`src/design/cdas_pkg.sv`:
```
// Constants, register map and codes for the distortion alarm stage
package cdas_pkg;
   // ==========================================================
   // Timing
   localparam int unsigned MCLK_HZ       = 20_000_000;
   localparam int unsigned CYCLE_US      = 5000;
   localparam int unsigned CYCLE_CLKS    = MCLK_HZ / 1_000_000 * CYCLE_US;
   // Blocking lead time the blocking matrix must honour before delay expiry
   localparam int unsigned BLOCK_LEAD_US = 5000;
   localparam int unsigned DLY_MAX_S     = 1800;
   localparam int unsigned DLY_MAX_STEPS = DLY_MAX_S * 1_000_000 / CYCLE_US;
   localparam int unsigned DLY_RST_MS    = 10_000;

   // ==========================================================
   // Widths and reset values
   localparam int unsigned DW        = 14;   // Distortion, 0.01 % units
   localparam int unsigned TW        = 19;   // Delay, program-cycle steps
   localparam int unsigned AW        = 8;
   localparam int unsigned NEL       = 3;
   localparam int unsigned NEV       = 14;
   localparam int unsigned HIST_DEPTH = 12;
   localparam logic [DW-1:0] LIM_RST = 14'h03E8;
   localparam logic [TW-1:0] DLY_RST = TW'(DLY_RST_MS * 1000 / CYCLE_US);
   localparam logic [TW-1:0] DLY_MAX = TW'(DLY_MAX_STEPS);
   localparam logic [6:0]    HYST_NUM = 7'h61;   // Release at 97 %
   localparam logic [6:0]    HYST_DEN = 7'h64;
   localparam logic [NEV-1:0] EVSEL_RST = 14'h3FFF;

   // ==========================================================
   // Register offsets (byte addresses)
   localparam logic [AW-1:0] REG_CTRL     = 8'h00;
   localparam logic [AW-1:0] REG_ALM_DIS  = 8'h04;
   localparam logic [AW-1:0] REG_EVSEL    = 8'h08;
   localparam logic [AW-1:0] REG_LIM0     = 8'h0C;
   localparam logic [AW-1:0] REG_DLY0     = 8'h18;
   localparam logic [AW-1:0] REG_STATUS   = 8'h24;
   localparam logic [AW-1:0] REG_HIST_SEL = 8'h28;
   localparam logic [AW-1:0] REG_HIST_TS  = 8'h2C;
   localparam logic [AW-1:0] REG_HIST_A   = 8'h30;
   localparam logic [AW-1:0] REG_HIST_B   = 8'h34;
   localparam logic [AW-1:0] REG_HIST_CNT = 8'h38;

   // Field positions
   localparam int unsigned CTRL_FORCE_EN = 0;
   localparam int unsigned CTRL_FORCE_SW = 1;
   localparam int unsigned ST_START_LSB  = 0;
   localparam int unsigned ST_ALARM_LSB  = 3;
   localparam int unsigned ST_BLK_LSB    = 6;
   localparam int unsigned ST_COND_LSB   = 9;
   localparam int unsigned HB_CODE_LSB   = 14;
   localparam int unsigned HB_SG_LSB     = 18;

   // ==========================================================
   // Codes
   typedef enum logic [1:0] {
      COND_NORMAL  = 2'b00,
      COND_START   = 2'b01,
      COND_ALARM   = 2'b10,
      COND_BLOCKED = 2'b11
   } cdas_cond_t;

   // Event code = 2 * signal + (1 for OFF); signals: start ph/r1/r2,
   // alarm ph/r1/r2, blocked
   localparam logic [3:0] EV_START_PH_ON = 4'h0;
   localparam logic [3:0] EV_ALARM_PH_ON = 4'h6;
   localparam logic [3:0] EV_BLK_ON      = 4'hC;
   localparam logic [3:0] EV_BLK_OFF     = 4'hD;
endpackage

```
`src/design/cdas_stage.sv`:
```
// Distortion alarm stage: elements, blocking, events and fault history
// Operation
// Blocking input is sampled at each program-cycle start, before pick-up evaluation.
// Pick-up with blocking inactive raises start and starts definite-time timing.
// Pick-up with blocking active raises blocked only; no start, no timing.
// Blocking after start drops start through the normal release path.
// Each blocking gives a display pulse and a blocked event with data.
// In forcing test mode a software switch replaces the blocking input.
// Blocking source asserts at least 5 ms before the alarm delay expires.
// Alarm follows start after a fixed delay, regardless of overshoot.
// Each element has its own delay, 0 to 1800 s, 5 ms steps, default 10 s.
// Events for start, alarm, blocked; per-event ON and OFF selection.
// Fourteen event codes: start/alarm per element ON/OFF, blocked ON/OFF.
// Events carry a time stamp and process data of the transition.
// Twelve-record history, ON transitions only, oldest overwritten first.
// Record holds time, event, per-phase distortion and setting group.
// Pick-up when distortion exceeds limit; any phase suffices for phase group.
// Release only below 97 percent of the limit; fixed hysteresis.
// Per-element alarm disable; a disabled element never alarms.
// Condition code 0 normal, 1 start, 2 alarm, 3 blocked.
// Alarm when timer expires with start held; timer and alarm clear on drop.
// Timer counts program cycles against delay in program-cycle steps.
`timescale 1ns/10ps
`default_nettype none
module cdas_stage
   import cdas_pkg::*;
#(
   parameter int unsigned CYCLE_LEN = CYCLE_CLKS
)(
   // Clock and reset
   input  wire logic          i_mclk,
   input  wire logic          i_rst_n,
   // Register port
   input  wire logic [AW-1:0] i_addr,
   input  wire logic [31:0]   i_wdata,
   input  wire logic          i_wr,
   input  wire logic          i_rd,
   output logic [31:0]        o_rdata,
   // Measurement and system inputs
   input  wire logic [DW-1:0] i_dist_l1,
   input  wire logic [DW-1:0] i_dist_l2,
   input  wire logic [DW-1:0] i_dist_l3,
   input  wire logic [DW-1:0] i_dist_first_residual_input,
   input  wire logic [DW-1:0] i_dist_second_residual_input,
   input  wire logic          i_block,
   input  wire logic [31:0]   i_time_ms,
   input  wire logic [2:0]    i_active_setting_group,
   // Stage outputs
   output logic [NEL-1:0]     o_start,
   output logic [NEL-1:0]     o_alarm,
   output logic               o_blocked,
   output logic [1:0]         o_monitor_condition_code,
   output logic               o_hmi_notify,
   // Event stream to the relay event buffer
   output logic               o_evt_valid,
   output logic [3:0]         o_evt_code,
   output logic [31:0]        o_evt_time,
   output logic [DW-1:0]      o_evt_l1,
   output logic [DW-1:0]      o_evt_l2,
   output logic [DW-1:0]      o_evt_l3,
   output logic [NEL-1:0]     o_evt_fault
);
   // ==========================================================
   // Program cycle tick
   logic [31:0] cyc_cnt_r;
   logic        tick_r, eval_r;
   wire         cyc_wrap = cyc_cnt_r == 32'(CYCLE_LEN - 1);

   always_ff @(posedge i_mclk) begin
      if (!i_rst_n) begin
         cyc_cnt_r <= '0;
         tick_r    <= 1'b0;
         eval_r    <= 1'b0;
      end else begin
         cyc_cnt_r <= cyc_wrap ? '0 : cyc_cnt_r + 1'b1;
         tick_r    <= cyc_wrap;
         eval_r    <= tick_r;
      end
   end

   // ==========================================================
   // Blocking input: three-stage synchroniser, accept when stages 2 and 3 agree
   logic blk_s1_r, blk_s2_r, blk_s3_r, blk_lvl_r, blk_samp_r;
   logic force_en_r, force_sw_r;
   wire  blk_eff = force_en_r ? force_sw_r : blk_lvl_r;

   always_ff @(posedge i_mclk) begin
      if (!i_rst_n) begin
         blk_s1_r   <= 1'b0;
         blk_s2_r   <= 1'b0;
         blk_s3_r   <= 1'b0;
         blk_lvl_r  <= 1'b0;
         blk_samp_r <= 1'b0;
      end else begin
         blk_s1_r  <= i_block;
         blk_s2_r  <= blk_s1_r;
         blk_s3_r  <= blk_s2_r;
         blk_lvl_r <= (blk_s2_r == blk_s3_r) ? blk_s2_r : blk_lvl_r;
         // Sampled once, one clock ahead of element evaluation
         if (tick_r) begin
            blk_samp_r <= blk_eff;
         end
      end
   end

   // ==========================================================
   // Settings registers
   logic [NEL-1:0] alm_dis_r;
   logic [NEV-1:0] evsel_r;
   logic [DW-1:0]  lim_r [NEL];
   logic [TW-1:0]  dly_r [NEL];
   logic [3:0]     hsel_r;
   wire  [TW-1:0]  wr_dly = (i_wdata[TW-1:0] > DLY_MAX) ? DLY_MAX : i_wdata[TW-1:0];

   always_ff @(posedge i_mclk) begin
      if (!i_rst_n) begin
         force_en_r <= 1'b0;
         force_sw_r <= 1'b0;
         alm_dis_r  <= '0;
         evsel_r    <= EVSEL_RST;
         hsel_r     <= '0;
         for (int k = 0; k < NEL; k++) begin
            lim_r[k] <= LIM_RST;
            dly_r[k] <= DLY_RST;
         end
      end else if (i_wr) begin
         if (i_addr == REG_CTRL) begin
            force_en_r <= i_wdata[CTRL_FORCE_EN];
            force_sw_r <= i_wdata[CTRL_FORCE_SW];
         end
         if (i_addr == REG_ALM_DIS) begin
            alm_dis_r <= i_wdata[NEL-1:0];
         end
         if (i_addr == REG_EVSEL) begin
            evsel_r <= i_wdata[NEV-1:0];
         end
         if (i_addr == REG_HIST_SEL) begin
            hsel_r <= i_wdata[3:0];
         end
         for (int k = 0; k < NEL; k++) begin
            if (i_addr == REG_LIM0 + AW'(4 * k)) begin
               lim_r[k] <= i_wdata[DW-1:0];
            end
            if (i_addr == REG_DLY0 + AW'(4 * k)) begin
               dly_r[k] <= wr_dly;
            end
         end
      end
   end

   // ==========================================================
   // Elements
   wire [DW-1:0] max_l12 = (i_dist_l1 > i_dist_l2) ? i_dist_l1 : i_dist_l2;
   wire [DW-1:0] max_ph  = (max_l12 > i_dist_l3) ? max_l12 : i_dist_l3;
   wire [DW-1:0] el_dist [NEL];
   wire [NEL-1:0] el_start, el_alarm, el_blk;

   assign el_dist[0] = max_ph;
   assign el_dist[1] = i_dist_first_residual_input;
   assign el_dist[2] = i_dist_second_residual_input;

   for (genvar g = 0; g < NEL; g++) begin : g_el
      cdas_elem u_elem (
         .i_mclk      (i_mclk),
         .i_rst_n     (i_rst_n),
         .i_eval      (eval_r),
         .i_block     (blk_samp_r),
         .i_dist      (el_dist[g]),
         .i_limit     (lim_r[g]),
         .i_delay     (dly_r[g]),
         .i_alarm_dis (alm_dis_r[g]),
         .o_start     (el_start[g]),
         .o_alarm     (el_alarm[g]),
         .o_blocked   (el_blk[g])
      );
   end

   wire        any_blk = |el_blk;
   logic [1:0] cond;
   assign cond = any_blk   ? COND_BLOCKED :
                 |el_alarm ? COND_ALARM   :
                 |el_start ? COND_START   : COND_NORMAL;

   // ==========================================================
   // Event detection and serialisation
   wire  [6:0]     sig_now = {any_blk, el_alarm, el_start};
   logic [6:0]     sig_prev_r;
   logic [NEV-1:0] pend_r, ev_new;
   logic [DW-1:0]  snap_r [NEL];
   wire  [NEV-1:0] grant = pend_r & (~pend_r + 1'b1);
   logic [3:0]     gcode;

   always_comb begin
      ev_new = '0;
      for (int s = 0; s < 7; s++) begin
         ev_new[2*s]   = sig_now[s] && !sig_prev_r[s];
         ev_new[2*s+1] = !sig_now[s] && sig_prev_r[s];
      end
   end

   always_comb begin
      gcode = '0;
      for (int e = 0; e < NEV; e++) begin
         if (grant[e]) begin
            gcode = 4'(e);
         end
      end
   end

   wire           is_on   = !gcode[0];
   wire [2:0]     gsig    = gcode[3:1];
   wire [NEL-1:0] el_hot  = (gsig == 3'h0 || gsig == 3'h3) ? 3'h1 :
                            (gsig == 3'h1 || gsig == 3'h4) ? 3'h2 : 3'h4;
   wire [NEL-1:0] g_fault = (gsig == 3'h6) ? el_blk : el_hot;
   wire           emit    = |pend_r;
   wire           hwr     = emit && is_on;

   always_ff @(posedge i_mclk) begin
      if (!i_rst_n) begin
         sig_prev_r <= '0;
         pend_r     <= '0;
         for (int k = 0; k < NEL; k++) begin
            snap_r[k] <= '0;
         end
      end else begin
         sig_prev_r <= sig_now;
         // New edges win over the grant of the same cycle
         pend_r     <= (pend_r & ~grant) | ev_new;
         if (eval_r) begin
            snap_r[0] <= i_dist_l1;
            snap_r[1] <= i_dist_l2;
            snap_r[2] <= i_dist_l3;
         end
      end
   end

   // ==========================================================
   // Outputs and event port
   always_ff @(posedge i_mclk) begin
      if (!i_rst_n) begin
         o_start                  <= '0;
         o_alarm                  <= '0;
         o_blocked                <= 1'b0;
         o_monitor_condition_code <= COND_NORMAL;
         o_hmi_notify             <= 1'b0;
         o_evt_valid              <= 1'b0;
         o_evt_code               <= '0;
         o_evt_time               <= '0;
         o_evt_l1                 <= '0;
         o_evt_l2                 <= '0;
         o_evt_l3                 <= '0;
         o_evt_fault              <= '0;
      end else begin
         o_start                  <= el_start;
         o_alarm                  <= el_alarm;
         o_blocked                <= any_blk;
         o_monitor_condition_code <= cond;
         o_hmi_notify             <= emit && gcode == EV_BLK_ON;
         o_evt_valid              <= emit && evsel_r[gcode];
         if (emit) begin
            o_evt_code  <= gcode;
            o_evt_time  <= i_time_ms;
            o_evt_l1    <= snap_r[0];
            o_evt_l2    <= snap_r[1];
            o_evt_l3    <= snap_r[2];
            o_evt_fault <= g_fault;
         end
      end
   end

   // ==========================================================
   // Fault history ring
   logic [31:0]   h_ts   [HIST_DEPTH];
   logic [3:0]    h_code [HIST_DEPTH];
   logic [2:0]    h_sg   [HIST_DEPTH];
   logic [DW-1:0] h_l1   [HIST_DEPTH];
   logic [DW-1:0] h_l2   [HIST_DEPTH];
   logic [DW-1:0] h_l3   [HIST_DEPTH];
   logic [3:0]    hwp_r, hcnt_r;
   wire  [4:0]    hraw = 5'(hwp_r) + 5'(HIST_DEPTH - 1) - 5'(hsel_r);
   wire  [3:0]    hidx = (hraw >= 5'(HIST_DEPTH)) ? 4'(hraw - 5'(HIST_DEPTH)) : hraw[3:0];
   wire           hok  = hsel_r < hcnt_r;

   always_ff @(posedge i_mclk) begin
      if (!i_rst_n) begin
         hwp_r  <= '0;
         hcnt_r <= '0;
      end else if (hwr) begin
         hwp_r  <= (hwp_r == 4'(HIST_DEPTH - 1)) ? '0 : hwp_r + 1'b1;
         hcnt_r <= (hcnt_r == 4'(HIST_DEPTH)) ? hcnt_r : hcnt_r + 1'b1;
      end
   end

   always_ff @(posedge i_mclk) begin
      if (hwr) begin
         h_ts[hwp_r]   <= i_time_ms;
         h_code[hwp_r] <= gcode;
         h_sg[hwp_r]   <= i_active_setting_group;
         h_l1[hwp_r]   <= snap_r[0];
         h_l2[hwp_r]   <= snap_r[1];
         h_l3[hwp_r]   <= snap_r[2];
      end
   end

   // ==========================================================
   // Read mux; unmapped addresses read zero
   wire [31:0] st_word = {21'h0, 2'(cond), el_blk, el_alarm, el_start};
   wire [31:0] hb_word = {11'h0, h_sg[hidx], h_code[hidx], h_l3[hidx]};
   logic [31:0] rd_mux;

   always_comb begin
      rd_mux = '0;
      case (i_addr)
         REG_CTRL:     rd_mux = {30'h0, force_sw_r, force_en_r};
         REG_ALM_DIS:  rd_mux = {29'h0, alm_dis_r};
         REG_EVSEL:    rd_mux = {18'h0, evsel_r};
         REG_LIM0:     rd_mux = {18'h0, lim_r[0]};
         8'h10:        rd_mux = {18'h0, lim_r[1]};
         8'h14:        rd_mux = {18'h0, lim_r[2]};
         REG_DLY0:     rd_mux = {13'h0, dly_r[0]};
         8'h1C:        rd_mux = {13'h0, dly_r[1]};
         8'h20:        rd_mux = {13'h0, dly_r[2]};
         REG_STATUS:   rd_mux = st_word;
         REG_HIST_SEL: rd_mux = {28'h0, hsel_r};
         REG_HIST_TS:  rd_mux = hok ? h_ts[hidx] : 32'h0;
         REG_HIST_A:   rd_mux = hok ? {4'h0, h_l2[hidx], h_l1[hidx]} : 32'h0;
         REG_HIST_B:   rd_mux = hok ? hb_word : 32'h0;
         REG_HIST_CNT: rd_mux = {28'h0, hcnt_r};
         default:      rd_mux = '0;
      endcase
   end

   always_ff @(posedge i_mclk) begin
      if (!i_rst_n) begin
         o_rdata <= '0;
      end else begin
         o_rdata <= i_rd ? rd_mux : 32'h0;
      end
   end

   // ==========================================================
   // Assertions
   AST_BLK_SAMPLE: assert property (@(posedge i_mclk) disable iff (!i_rst_n)
      tick_r |=> eval_r && blk_samp_r == $past(blk_eff))
      else $error("blocking not sampled before evaluation");
   AST_FORCE_SW: assert property (@(posedge i_mclk) disable iff (!i_rst_n)
      tick_r && force_en_r |=> blk_samp_r == $past(force_sw_r))
      else $error("forcing switch did not drive blocking");
   AST_HMI_BLK: assert property (@(posedge i_mclk) disable iff (!i_rst_n)
      o_hmi_notify |-> o_evt_code == EV_BLK_ON && o_evt_fault != '0)
      else $error("display pulse without blocked event");
   AST_EVT_CODE: assert property (@(posedge i_mclk) disable iff (!i_rst_n)
      o_evt_valid |-> o_evt_code < 4'(NEV))
      else $error("event code out of range");
   AST_EVT_SEL: assert property (@(posedge i_mclk) disable iff (!i_rst_n)
      o_evt_valid |-> $past(evsel_r[gcode]) && $past(emit))
      else $error("unselected event emitted");
   AST_HIST_CNT: assert property (@(posedge i_mclk) disable iff (!i_rst_n)
      hwr && hcnt_r == 4'(HIST_DEPTH) |=> hcnt_r == 4'(HIST_DEPTH))
      else $error("history count left twelve");
   AST_COND: assert property (@(posedge i_mclk) disable iff (!i_rst_n)
      any_blk |=> o_monitor_condition_code == COND_BLOCKED)
      else $error("condition code not blocked");
   COV_ALARM: cover property (@(posedge i_mclk) disable iff (!i_rst_n)
      $rose(o_alarm[0]));
   COV_BLOCKED: cover property (@(posedge i_mclk) disable iff (!i_rst_n)
      o_hmi_notify);
   COV_HIST_WRAP: cover property (@(posedge i_mclk) disable iff (!i_rst_n)
      hwr && hcnt_r == 4'(HIST_DEPTH));
endmodule
`default_nettype wire

```
`src/design/cdas_elem.sv`:
```
// One alarm element: hysteresis pick-up, blocking check and definite-time timer
`timescale 1ns/10ps
`default_nettype none
module cdas_elem
   import cdas_pkg::*;
(
   // Clock and reset
   input  wire logic          i_mclk,
   input  wire logic          i_rst_n,
   // Program-cycle evaluation and settings
   input  wire logic          i_eval,
   input  wire logic          i_block,
   input  wire logic [DW-1:0] i_dist,
   input  wire logic [DW-1:0] i_limit,
   input  wire logic [TW-1:0] i_delay,
   input  wire logic          i_alarm_dis,
   // Element outputs
   output logic               o_start,
   output logic               o_alarm,
   output logic               o_blocked
);
   logic          pu_r, start_r, alarm_r, blk_r;
   logic          pu_nxt, start_nxt, alarm_nxt, blk_nxt;
   logic [TW-1:0] tmr_r, tmr_nxt, tmr_inc;
   wire  [20:0]   dist_x = 21'(i_dist) * 21'(HYST_DEN);
   wire  [20:0]   lim_x  = 21'(i_limit) * 21'(HYST_NUM);
   wire           exceed = i_dist > i_limit;
   wire           below  = dist_x < lim_x;
   wire           rise   = pu_nxt && !pu_r;

   assign pu_nxt  = pu_r ? !below : exceed;
   assign tmr_inc = (tmr_r == DLY_MAX) ? tmr_r : tmr_r + 1'b1;

   always_comb begin
      start_nxt = start_r;
      alarm_nxt = alarm_r;
      blk_nxt   = blk_r;
      tmr_nxt   = tmr_r;
      if (!pu_nxt) begin
         start_nxt = 1'b0;
         alarm_nxt = 1'b0;
         blk_nxt   = 1'b0;
         tmr_nxt   = '0;
      end else if (rise) begin
         start_nxt = !i_block;
         blk_nxt   = i_block;
         alarm_nxt = 1'b0;
         tmr_nxt   = '0;
      end else if (start_r && i_block) begin
         // Clears start, alarm and timer as a cleared pick-up does, but sets blocked
         start_nxt = 1'b0;
         alarm_nxt = 1'b0;
         blk_nxt   = 1'b1;
         tmr_nxt   = '0;
      end else if (start_r) begin
         tmr_nxt   = tmr_inc;
         alarm_nxt = !i_alarm_dis && (tmr_inc >= i_delay);
      end else if (blk_r && !i_block) begin
         // Blocked pick-up is not re-processed until it clears
         blk_nxt   = 1'b0;
      end
   end

   always_ff @(posedge i_mclk) begin
      if (!i_rst_n) begin
         pu_r    <= 1'b0;
         start_r <= 1'b0;
         alarm_r <= 1'b0;
         blk_r   <= 1'b0;
         tmr_r   <= '0;
      end else if (i_eval) begin
         pu_r    <= pu_nxt;
         start_r <= start_nxt;
         alarm_r <= alarm_nxt;
         blk_r   <= blk_nxt;
         tmr_r   <= tmr_nxt;
      end
   end

   assign o_start   = start_r;
   assign o_alarm   = alarm_r;
   assign o_blocked = blk_r;

   // ==========================================================
   // Assertions
   AST_START_RISE: assert property (@(posedge i_mclk) disable iff (!i_rst_n)
      i_eval && rise && !i_block |=> start_r && !blk_r)
      else $error("start not raised on unblocked pick-up");
   AST_BLK_RISE: assert property (@(posedge i_mclk) disable iff (!i_rst_n)
      i_eval && rise && i_block |=> blk_r && !start_r && tmr_r == '0)
      else $error("blocked pick-up started timing");
   AST_BLK_LATE: assert property (@(posedge i_mclk) disable iff (!i_rst_n)
      i_eval && start_r && i_block |=> !start_r && !alarm_r && tmr_r == '0)
      else $error("late blocking did not release start");
   AST_ALARM_DT: assert property (@(posedge i_mclk) disable iff (!i_rst_n)
      $rose(alarm_r) |-> $past(start_r) && start_r && tmr_r >= i_delay)
      else $error("alarm without expired delay");
   AST_ALARM_DIS: assert property (@(posedge i_mclk) disable iff (!i_rst_n)
      $rose(alarm_r) |-> $past(!i_alarm_dis))
      else $error("disabled element raised alarm");
   AST_HYST_HOLD: assert property (@(posedge i_mclk) disable iff (!i_rst_n)
      i_eval && pu_r && !below |=> pu_r)
      else $error("pick-up released above 97 percent");
endmodule
`default_nettype wire

```
`config.mk`:
```
export PLATFORM = sky130hd
export DESIGN_NAME = cdas_stage
export DESIGN_NICKNAME = d
export VERILOG_FILES = /design/src/design/cdas_pkg.sv /design/src/design/cdas_stage.sv /design/src/design/cdas_elem.sv
export SDC_FILE = /design/constraint.sdc
export NUM_CORES = 2
export LEC_CHECK = 0
export ABC_AREA = 1
export ABC_CLOCK_PERIOD_IN_PS = 18450
export BUFFER_PORTS_ARGS = -buffer_cell sky130_fd_sc_hd__buf_2
export CAP_MARGIN = 40
export CELL_PAD_IN_SITES_DETAIL_PLACEMENT = 0
export CELL_PAD_IN_SITES_GLOBAL_PLACEMENT = 1
export CORE_MARGIN = 2
export CORE_UTILIZATION = 31
export CTS_CLUSTER_SIZE = 16
export DETAILED_ROUTE_END_ITERATION = 10
export GPL_TIMING_DRIVEN = 0
export PLACE_DENSITY = 0.61
export SLEW_MARGIN = 20
export SYNTH_ARGS = -nofsm -noshare
export SYNTH_HDL_FRONTEND = slang
export SYNTH_SLANG_ARGS = --single-unit
```
`constraint.sdc`:
```
create_clock -name i_mclk -period 18.45 [get_ports i_mclk]
set_input_delay 2.7675 -clock i_mclk [delete_from_list [all_inputs] [get_ports i_mclk]]
set_output_delay 2.7675 -clock i_mclk [all_outputs]
set_load 0.005 [all_outputs]
```
==> reports/qor.yml <==
status: "finished clean"
die_area_um2: 223000
cts-root-buf: "clkbuf_16"
synthMuxAreaShare_pct: 0.0882
synth_xor_area_share_pct: 1.72
post-cts-setup-buffer-count: 0
dpl.hpwl_mm: 199
leakage_nw: 31.8
vias: 52000
nNetsFinal: 7736
port_buffers: 260
reg2reg_from: "lim_r[0][19]"
grt_pass1_wl_mm: 364
cts_tree: "yes"
grt_pass1_vias: 50800
antenna_left: 0
setup_viol_count_final: 0
cts_sinks: 1390
worst_pin_slew_ps: 931
relSlewSlack_pct: 37.9
hp-start: "blk_s1_r"
syn_avg_cell_area_um2: 10.6
die_w_um: 473
ios: 274
synth_area_um2: 68100
rsz0062_at_grt: "no"
finalHoldViolations: 0
hold_slack_ps: 416
maxCapViolCount: 0
routed_via_density: 5.19
numCtsBuffers: 156
synth_edf_count: 1113
synth-seq-area-share_pct: 57.2
required_ps: 19190
crit_fanout: 10
period_share_pct: 66.9
ys_warn_count: 0
cp.arrival_ps: 13080
drt_iter0_drc: 5164
fmax_mhz: 81.0
synthDistinctLibCells: 67
synth-compound-area-share_pct: 12.1
synth-seq-cells: 1390
clkLatencyLatePin_ps: 830
cts_buffer_depth: 3
hold_buffers: 0
drc: 0
vdd_drop_max_mv: 0.0785
cp-start-kind: "primary input"
crit_slowest_cell: "clkbuf_1"
nFillCells: 21700
grt_start_max_net_pins: 44
synthSimpleGateAreaFrac_pct: 12.1
hold-path-endpoint: "blk_s2_r"
fin_crit_ps: 12340
tns_ps: 0
totalWireLength_mm: 257
holdCritPathClass: "register to register"
crit_type: "primary input to register"
fin_worst_skew_ps: 52.7
syn_to_final_growth_pct: 18.0
rows: 172
cts_resized: 0
path_clk_slew_ps: 60
drive_gt1_share_pct: 11.3
ys.flop_type: "edfxtp_1"
start_util_pct: 31.1
reg2reg_depth: 33
crit_path_end_kind: "register"
cts_max_level: 4
wire_per_inst_um: 25.6
syn-num-nets: 7120
power_density_nw_per_um2: 96.4
cpPeakStageDelay_ps: 530
rr_endpoint: "g_el[1].u_elem.tmr_r[8]"
synth_cells: 6397
grt.overflow.total: 0
grt_antenna_before_repair: 33
synth_top_family_by_area: "compound AO/OA/AOI/OAI gates"
ys_async_sr_fraction_pct: 0
gp_congestion: 0.929
whs_path_depth: 2
die_h_um: 473
total_power_mw: 7.75
grt_usage_pct: 22.6
synth_fa_ha_area_share_pct: 11.0
coreArea_um2: 219000
dr.pass1.iters: 6
finalMaxSlewViolations: 0
crit_top_cell: "nand2_1"
rrSetupSlack_ps: 11520
-- stage by stage --
step,util [%],cell area [um^2],instances,setup WS (ps)
5_1_grt,36.7,80300,10000,5340
4_1_cts,36.6,80300,10000,6000
3_5_place_dp,34.3,75200,9717,5170
2_1_floorplan,-,68100,6397,8160
3_3_place_gp,33.3,73000,9528,4210
6_report,36.7,80400,10000,6110
-- cells in the final DEF, fill, tap and decap left out, types with 13 or more instances in the layout --
master,instances
dfxtp_1,277
o211ai_1,42
xnor2_1,31
o32ai_1,41
inv_2,14
a221oi_1,127
nand2_2,14
buf_4,93
clkinv_2,24
o21ai_0,248
clkinv_1,27
a32o_1,101
buf_6,64
nor4_1,24
buf_1,36
a21oi_1,482
buf_2,287
nor3_1,56
nand3_1,211
xor2_1,103
nand4_1,33
inv_1,725
a22oi_1,18
o31ai_1,15
a32oi_1,27
ha_1,528
o21bai_1,25
o22ai_1,64
clkbuf_1,250
o221ai_1,19
buf_8,22
nand2_1,1112
edfxtp_1,1113
fa_1,45
diode_2,13
clkbuf_16,159
nor2_1,464
a31oi_1,28
-- Yosys cell counts, drive strengths merged (2+ instances only) --
master / number / area, um^2
o211ai: 42 / 315
nand2: 1128 / 4280
inv: 739 / 2770
nand4: 34 / 219
a41oi: 5 / 43.8
fa: 45 / 901
or2: 5 / 31.3
nand3b: 2 / 15.0
a32o: 101 / 1010
clkinv: 8 / 30.0
nor4: 25 / 163
a21o: 8 / 60.1
a211oi: 10 / 75.1
nor3b: 12 / 105
o32ai: 41 / 359
o21bai: 25 / 188
a221oi: 127 / 1110
o21ai: 261 / 1310
o31ai: 15 / 113
xor2: 103 / 902
a21oi: 484 / 2430
o221ai: 19 / 166
dfxtp: 277 / 5550
nor3: 67 / 352
o2111ai: 5 / 43.8
nor2: 489 / 1950
a32oi: 27 / 236
a31oi: 28 / 175
buf: 64 / 293
a22oi: 18 / 135
a2111oi: 5 / 43.8
xnor2: 31 / 272
o22ai: 64 / 400
clkbuf: 208 / 781
nand3: 217 / 1120
a21boi: 2 / 15.0
mux2i: 6 / 60.1
ha: 528 / 6610
edfxtp: 1113 / 33400
-- final cells by class --
type                    count  area (um^2)  share of cell area [%]
diodes                     13         32.5                  0.0405
well taps                2871         3590                    4.47
repair buffers            458         3450                    4.30
flip-flops and latches   1390        39000                    48.5
plain buffers             272         1080                    1.34
clock inverters            74          795                   0.989
multi-input cells        3988        25400                    31.6
clock buffers             212         4250                    5.29
inverters                 747         2800                    3.49
-- how the worst max path moves through the flow --
stage                  startpoint                 endpoint  slack [ps]  depth (start not counted)
floorplan           i_dist_l2[13]  g_el[0].u_elem.tmr_r[0]        8160                         52
global placement        pend_r[0]               h_l1[2][7]        4210                         15
detailed placement  i_dist_l2[12]  g_el[0].u_elem.tmr_r[0]        5170                         51
global route        i_dist_l2[12]  g_el[0].u_elem.tmr_r[0]        5340                         51
finish              i_dist_l2[12]  g_el[0].u_elem.tmr_r[0]        6110                         51
CTS                 i_dist_l2[12]  g_el[0].u_elem.tmr_r[0]        6000                         51
-- worst max-delay path, delay by kind of cell --
kind	cells	cell delay, ps
xor+xnor	1	110
simple gates	22	3130
compound gates	11	2250
buf+inv	10	2370
fa+ha+maj	7	2460
-- routing by layer --
metal / GRT usage (%) / part of all wire, % / routed length, um
met5: 0 / 0.069 / 178
met2: 38.4 / 48 / 124000
met4: 8.89 / 4.4 / 11200
met3: 4.40 / 7.5 / 19200
met1: 28.2 / 40 / 103000
-- power by group --
part	switching, mW	internal (mW)	leakage [nW]
clock	1.34	1.76	2.45
combinational	0.743	0.477	17.0
sequential	0.0354	3.39	12.4
total	2.12	5.63	31.8
-- cells by family (layout without fill, tap and decap cells) --
family / Yosys count / in the layout
AND/OR/NAND/NOR: 1983 / 1983
other: 0 / 13
AO/OA/AOI/OAI: 1292 / 1292
buffers and inverters: 1019 / 1763
multiplexers: 6 / 6
XOR/XNOR: 134 / 134
adder cells (fa/ha/maj): 573 / 573
flip-flops: 1390 / 1390
-- state kept, by name (all words and copies together) (netlist names), 42 cells and up --
name               flops
dly_r                 57
g_el.u_elem.tmr_r     57
h_code                48
h_l1                 168
h_l2                 168
h_l3                 168
h_ts                 384
lim_r                 42
snap_r                42
(Power assumes the default switching activity.)
